**src/bpc_cfg.svh**
```systemverilog
/*
  Constants for the boost power-factor current-loop controller.
  Assumes a 125 MHz system clock and sense converters that deliver
  signed samples in millivolts (current amplifier output) and
  unsigned codes (line, bulk voltage).
*/
// Operation
// - Zero commanded duty keeps the gate low for the whole switching period.
// - The duty bound lets the gate reach at least 92 percent of a period.
// - The duty bound is fixed inside the modulator, independent of inputs.
// - Second comparator trips when current amplifier output reaches 850 mV.
// - A trip ends the ongoing gate pulse at once.
// - A trip holds the stage off for one second, then restarts it.
// - Soft start computes charge current for about 50 ms at 0.8 uF per watt.
// - The stage starts with that soft-start current, capped at 225 mV, as demand limit.
// - Demand is voltage-loop output times rectified line difference.
// - Demand is clamped so averaged sense voltage stays within -225 mV.
// - The current loop regulates the amplifier average to 450 mV.
// - Filtered amplifier average is subtracted from the ramp and sent to a DAC.
// - The cycle ends when ramp and amplifier signal meet at the comparator.
// - The voltage loop stays stable for 0.5 to 2.4 uF per watt.
`ifndef BPC_CFG_SVH
`define BPC_CFG_SVH

`define BPC_CLK_MHZ       125
`define BPC_PERIOD_NS     10000
`define BPC_PERIOD_CYC    ((`BPC_PERIOD_NS * `BPC_CLK_MHZ) / 1000)
`define BPC_DUTY_MAX_PCT  92
`define BPC_DUTY_MAX_CYC  ((`BPC_PERIOD_CYC * `BPC_DUTY_MAX_PCT + 99) / 100)
`define BPC_OCP_MV        16'sh0352
`define BPC_EQ_MV         16'sh01C2
`define BPC_CS_LIM_MV     16'sh00E1
`define BPC_HOLD_MS       1000
`define BPC_HOLD_CYC      (`BPC_HOLD_MS * `BPC_CLK_MHZ * 1000)
`define BPC_SS_MS         50
`define BPC_SS_UF_PER_W_X10 8
`define BPC_VREF          16'h0FA0
`define BPC_VLOOP_SHIFT   4
`define BPC_FILT_SHIFT    3
`define BPC_DEM_SHIFT     12

`endif

```
**src/bpc_pkg.sv**
```systemverilog
/*
  Types for the boost power-factor current-loop controller.
  Assumes the constants header is included by the design file.
*/
package bpc_pkg;
  typedef enum logic [2:0] {
    BPC_IDLE  = 3'b001,
    BPC_RUN   = 3'b010,
    BPC_HOLD  = 3'b100
  } bpc_state_t;
endpackage

```
**src/bpc_ctrl.sv**
```systemverilog
/*
  Boost PFC current-loop control: demand, ramp offset, PWM, second limit.
  Assumes sample inputs are on clk; the comparator trip input is an
  asynchronous pin and is synchronised here.
*/
`include "bpc_cfg.svh"

module bpc_ctrl
  import bpc_pkg::*;
  #(parameter int HOLD_CYC = `BPC_HOLD_CYC)
(
  // Clock and reset.
  input  wire logic        clk,
  input  wire logic        rst_n,
  // Sense converter samples.
  input  wire logic [15:0] line_sense_pos,
  input  wire logic [15:0] line_sense_neg,
  input  wire logic [15:0] bulk_sense,
  input  wire logic signed [15:0] current_amplifier_output,
  input  wire logic        sample_valid,
  input  wire logic [15:0] rated_power_w,
  input  wire logic        enable,
  // Fast comparator result pin, high while ramp exceeds amplifier.
  input  wire logic        pwm_comparator_trip,
  // Outputs.
  output logic             boost_gate_drive_output,
  output logic [15:0]      average_current_demand,
  output logic [15:0]      ramp_dac,
  output logic             stage_shutdown
);

  // ----------------------------------------
  // Declarations
  // ----------------------------------------
  bpc_state_t        st_reg,   st_next;
  logic [15:0]       cnt_reg,  cnt_next;
  logic              gate_reg, gate_next;
  logic [31:0]       hold_reg, hold_next;
  logic signed [31:0] vint_reg, vint_next;
  logic signed [31:0] filt_reg, filt_next;
  logic [15:0]       dem_reg,  dem_next;
  logic [15:0]       lim_reg,  lim_next;
  logic [15:0]       dac_reg,  dac_next;
  logic [1:0]        cmp_sync_reg;
  logic [15:0]       line_mag;
  logic [31:0]       prod;
  logic [31:0]       ss_cur;
  logic              ocp;

  // ----------------------------------------
  // Next-state logic
  // ----------------------------------------
  always_comb
  begin
    st_next   = st_reg;
    cnt_next  = cnt_reg;
    gate_next = gate_reg;
    hold_next = hold_reg;
    vint_next = vint_reg;
    filt_next = filt_reg;
    dem_next  = dem_reg;
    lim_next  = lim_reg;
    dac_next  = dac_reg;
    line_mag  = (line_sense_pos >= line_sense_neg) ?
                line_sense_pos - line_sense_neg :
                line_sense_neg - line_sense_pos;
    ocp       = current_amplifier_output >= `BPC_OCP_MV;
    prod      = 32'(vint_reg[15:0]) * 32'(line_mag);
    ss_cur    = ((32'(`BPC_VREF) - 32'(line_mag)) * 32'(rated_power_w)
                 * 32'(`BPC_SS_UF_PER_W_X10)) / (32'(`BPC_SS_MS) * 32'd10);
    unique case (st_reg)
      BPC_IDLE:
      begin
        gate_next = 1'b0;
        if (ocp)
        begin
          hold_next = 32'(HOLD_CYC - 1);
          st_next   = BPC_HOLD;
        end
        else if (enable)
        begin
          lim_next = (ss_cur > 32'(`BPC_CS_LIM_MV)) ?
                     16'(`BPC_CS_LIM_MV) : ss_cur[15:0];
          cnt_next = 16'h0000;
          st_next  = BPC_RUN;
        end
      end
      BPC_RUN:
      begin
        cnt_next = (cnt_reg == 16'(`BPC_PERIOD_CYC - 1)) ?
                   16'h0000 : cnt_reg + 16'h0001;
        if (cnt_reg == 16'(`BPC_PERIOD_CYC - 1))
          gate_next = (dem_reg != 16'h0000) && !cmp_sync_reg[1];
        else if (cnt_reg >= 16'(`BPC_DUTY_MAX_CYC - 1))
          gate_next = 1'b0;
        else if (cmp_sync_reg[1])
          gate_next = 1'b0;
        if (sample_valid)
        begin
          vint_next = vint_reg + (($signed(32'(`BPC_VREF))
                      - $signed(32'(bulk_sense))) >>> `BPC_VLOOP_SHIFT);
          if (vint_next < 0)
            vint_next = 32'sh0;
          else if (vint_next > 32'sh0000FFFF)
            vint_next = 32'sh0000FFFF;
          dem_next = (prod[`BPC_DEM_SHIFT +: 16] > lim_reg) ?
                     lim_reg : prod[`BPC_DEM_SHIFT +: 16];
          filt_next = filt_reg + ((32'(current_amplifier_output)
                      - 32'(`BPC_EQ_MV) - filt_reg) >>> `BPC_FILT_SHIFT);
          dac_next = 16'(32'(cnt_reg) - filt_next);
        end
        if (!enable)
        begin
          gate_next = 1'b0;
          st_next   = BPC_IDLE;
        end
        if (ocp)
        begin
          gate_next = 1'b0;
          hold_next = 32'(HOLD_CYC - 1);
          st_next   = BPC_HOLD;
        end
      end
      BPC_HOLD:
      begin
        gate_next = 1'b0;
        hold_next = hold_reg - 32'h1;
        if (hold_reg == 32'h0)
          st_next = BPC_IDLE;
      end
      default:
        st_next = BPC_IDLE;
    endcase
  end

  // ----------------------------------------
  // Registers
  // ----------------------------------------
  always_ff @(posedge clk)
  begin
    if (!rst_n)
    begin
      st_reg       <= BPC_IDLE;
      cnt_reg      <= 16'h0000;
      gate_reg     <= 1'b0;
      hold_reg     <= 32'h0;
      vint_reg     <= 32'sh0;
      filt_reg     <= 32'sh0;
      dem_reg      <= 16'h0000;
      lim_reg      <= 16'h0000;
      dac_reg      <= 16'h0000;
      cmp_sync_reg <= 2'b00;
    end
    else
    begin
      st_reg       <= st_next;
      cnt_reg      <= cnt_next;
      gate_reg     <= gate_next;
      hold_reg     <= hold_next;
      vint_reg     <= vint_next;
      filt_reg     <= filt_next;
      dem_reg      <= dem_next;
      lim_reg      <= lim_next;
      dac_reg      <= dac_next;
      cmp_sync_reg <= {cmp_sync_reg[0], pwm_comparator_trip};
    end
  end

  assign boost_gate_drive_output = gate_reg;
  assign average_current_demand  = dem_reg;
  assign ramp_dac                = dac_reg;
  assign stage_shutdown          = st_reg[2];

endmodule

```
**config.mk**
```make
export PLATFORM = sky130hd
export DESIGN_NAME = bpc_ctrl
export DESIGN_NICKNAME = d
export VERILOG_FILES = /design/src/bpc_pkg.sv /design/src/bpc_ctrl.sv
export VERILOG_INCLUDE_DIRS = /design/src
export SDC_FILE = /design/constraint.sdc
export NUM_CORES = 2
export LEC_CHECK = 0
export BUFFER_PORTS_ARGS = -buffer_cell sky130_fd_sc_hd__buf_4
export CORE_ASPECT_RATIO = 0.75
export CORE_MARGIN = 2
export CORE_UTILIZATION = 50
export DETAILED_ROUTE_END_ITERATION = 8
export GPL_ROUTABILITY_DRIVEN = 1
export GPL_TIMING_DRIVEN = 0
export PLACE_DENSITY_LB_ADDON = 0.3
export SLEW_MARGIN = 40
export SYNTH_ARGS = -nofsm -noshare
export SYNTH_HDL_FRONTEND = slang
export SYNTH_SLANG_ARGS = --single-unit
```
**constraint.sdc**
```tcl
create_clock -name clk -period 37.2 [get_ports clk]
set_input_delay 7.44 -clock clk [delete_from_list [all_inputs] [get_ports clk]]
set_output_delay 7.44 -clock clk [all_outputs]
set_load 0.02 [all_outputs]
```
==> run metrics <==
status complete, no violations; max incr delay on CP roughly 0.59 ns; Critical Path AT between 30 and 40 ns; Final period util 0.9575; Cell variety after synth 148; syn_area_per_cell about 8 um2; Total GRT Usage 0.2639; Commonest cells post-synth inv_1, nand2_1, fa_1; Area growth, synth to finish 8.021%; DR top layer met4; #FFs+latches synth 165; CTS H-tree depth 4; Post-synth EDFFs 0; Hold WC Path Type flip-flop to flip-flop; DRT met1 WL between 40000 and 50000 um; routed wl met2 43760 um; cell family with most CP delay compound AO/OA/AOI/OAI gates; Final Max Tran Viols 0; Final Skew approximately 0.016 ns; # hold bufs at CTS 0; CP max FO 10; drc violations 0; Crit-path slowest cell or4_1; Initial DRC Count about 2.9k; min Tclk post-route around 36 ns; GP Congestion 0.9121; total CTS buffers 17; final net count about 5.7k; Synth area leaders fa_1, ha_1, dfxtp_1, inv_1, nand2_1; Clock Sink Count 165; Clock transition at path regs 0.07 ns; ys async rst share 0; final setup fails 0; Ant. Diodes 0; vias ~34k; Final HPWL DP 84490 um; met3 wire len slightly above 8000 um; endpoint class of the critical path flip-flop; critical path startpoint category input pin; DR WL/cell 17.53 um; Initial Util 0.5049; area of the die ~80000 um2; Yosys top cell area share 0.2291; crit path buf inv count 15; CTS tree done; tightest slew margin relative to the limit 0.3658; initial antenna violation count 4; Overflow after GRT 0; most frequent CP cell inv_1; Final TNS setup 0 ns; First-pass DRT Iterations 6; Clock Latency Late Sink 0.45 ns; yosys warns 0; crit path kind input pin to flip-flop; Critical Path RT approximately 38 ns; fill cell count between 7k and 8k; Least-Margin Pin Slew 0.9481 ns; number of I/O port buffers roughly 110; Final ANT Viol Nets 0; post-synthesis sequential area ratio 0.08711; FMAX approximately 28 MHz; io pins roughly 120; row cnt a little under 90; Primary FF master, synth dfxtp_1; Die W around 320 um; final WL between 100000 and 150000 um; Max Root-Sink Buffers 2; drt via density 5.769; vias in the first global route roughly 33k; largest net degree at the start of global routing 20; MaxCap Viol Count 0; most frequent cell after synthesis inv_1; root buffer cell clkbuf_16; Placeable Area approximately 75000 um2; Final Hold Viols 0; first-pass GRT wire length roughly 170000 um; share of cells above drive strength 1 0.08083; Synth Instances approximately 4.7k; RSZ-0062 raised after global routing no; syn nets between 5k and 6k; Synth area leader fa_1; Die Ht 242.5 um; Post-Syn Area between 30000 and 40000 um2
what timing repair did:
item                                    CTS  global route
endpoints found under the setup margin    0             3
buffers inserted                          0             3
resized for setup                         0            46
kinds of logic (layout without fill, tap and decap cells):
kind of cell    Yosys count  count (layout)  share of synthesized area
buf+inv                 906            1054                    0.09430
flops                   165             165                    0.08711
mux                      58              58                    0.01630
fa+ha+maj               783             783                     0.3441
xor+xnor                267             267                    0.06207
compound gates         1004            1004                     0.1932
simple gates           1556            1556                     0.2030
cells in the final DEF, fill, tap and decap left out, types with 22 or more instances in the layout:
cell	netlist	final
ha_1	346	346
buf_2	21	22
and3_1	42	42
o21ai_1	21	22
nor4_1	31	29
fa_1	434	434
nand4_1	43	43
xor2_1	95	88
o21a_1	63	63
nand2_1	541	541
nor3_1	130	125
a211oi_1	47	45
o211ai_1	51	51
nand3_1	74	74
buf_4	21	137
nand2b_1	35	35
or3_1	28	28
a21oi_1	291	288
o21bai_1	69	69
a21o_1	52	52
and2_1	210	210
nor2_1	271	269
mux2i_1	44	42
o21ai_0	88	87
a31oi_1	22	22
clkbuf_1	122	114
nor2b_1	40	40
dfxtp_1	165	165
xnor2_1	170	159
inv_1	715	715
per-layer routing:
metal,track usage,vias to the layer above
met1,0.3976,16350
met3,0.04615,118
met4,0.04728,0
met5,0,-
li1,-,16210
met2,0.3963,1156
area by class of cell:
cell class	instances	area, um2	share of cell area
plain buffers	186	883.3	0.02157
clock buffers	17	425.4	0.01039
clock inverters	15	160.2	0.003910
inverters	720	2703	0.06598
multi-input cells	3668	31390	0.7664
flip-flops and latches	165	3303	0.08064
well taps	979	1225	0.02990
repair buffers	116	870.8	0.02126
final timing paths:
path / from / depth (start not counted) / endpoint / slack, ns
worst max register to register: vint_reg[4]$_SDFFE_PN0P_ / 45 / average_current_demand[14]$_SDFFE_PN0P_ / 26.12
worst min-delay path: cmp_sync_reg[0]$_SDFF_PN0_ / 1 / cmp_sync_reg[1]$_SDFF_PN0_ / 0.44
worst min register to register: cmp_sync_reg[0]$_SDFF_PN0_ / 1 / cmp_sync_reg[1]$_SDFF_PN0_ / 0.44
worst max-delay path: line_sense_pos[0] / 105 / lim_reg[0]$_SDFFE_PN0P_ / 1.58
per-stage QoR:
stage | setup slack, ns | instance area [um2] | cells | hold slack [ns] | util
after floorplan | 5.146 | 37920 | 4739 | 0.4119 | -
after global placement | 0.3407 | 39990 | 5830 | 0.4212 | 0.5324
after detailed placement | -0.1586 | 40060 | 5831 | 0.4294 | 0.5334
after CTS | 0.1642 | 40650 | 5863 | 0.4456 | 0.5412
after global routing | 0.002938 | 40960 | 5866 | 0.4622 | 0.5454
final | 1.582 | 40960 | 5866 | 0.4435 | 0.5454
Power is not shown: default switching activity piles up to over one toggle a cycle in this logic, so the estimate is an artifact.
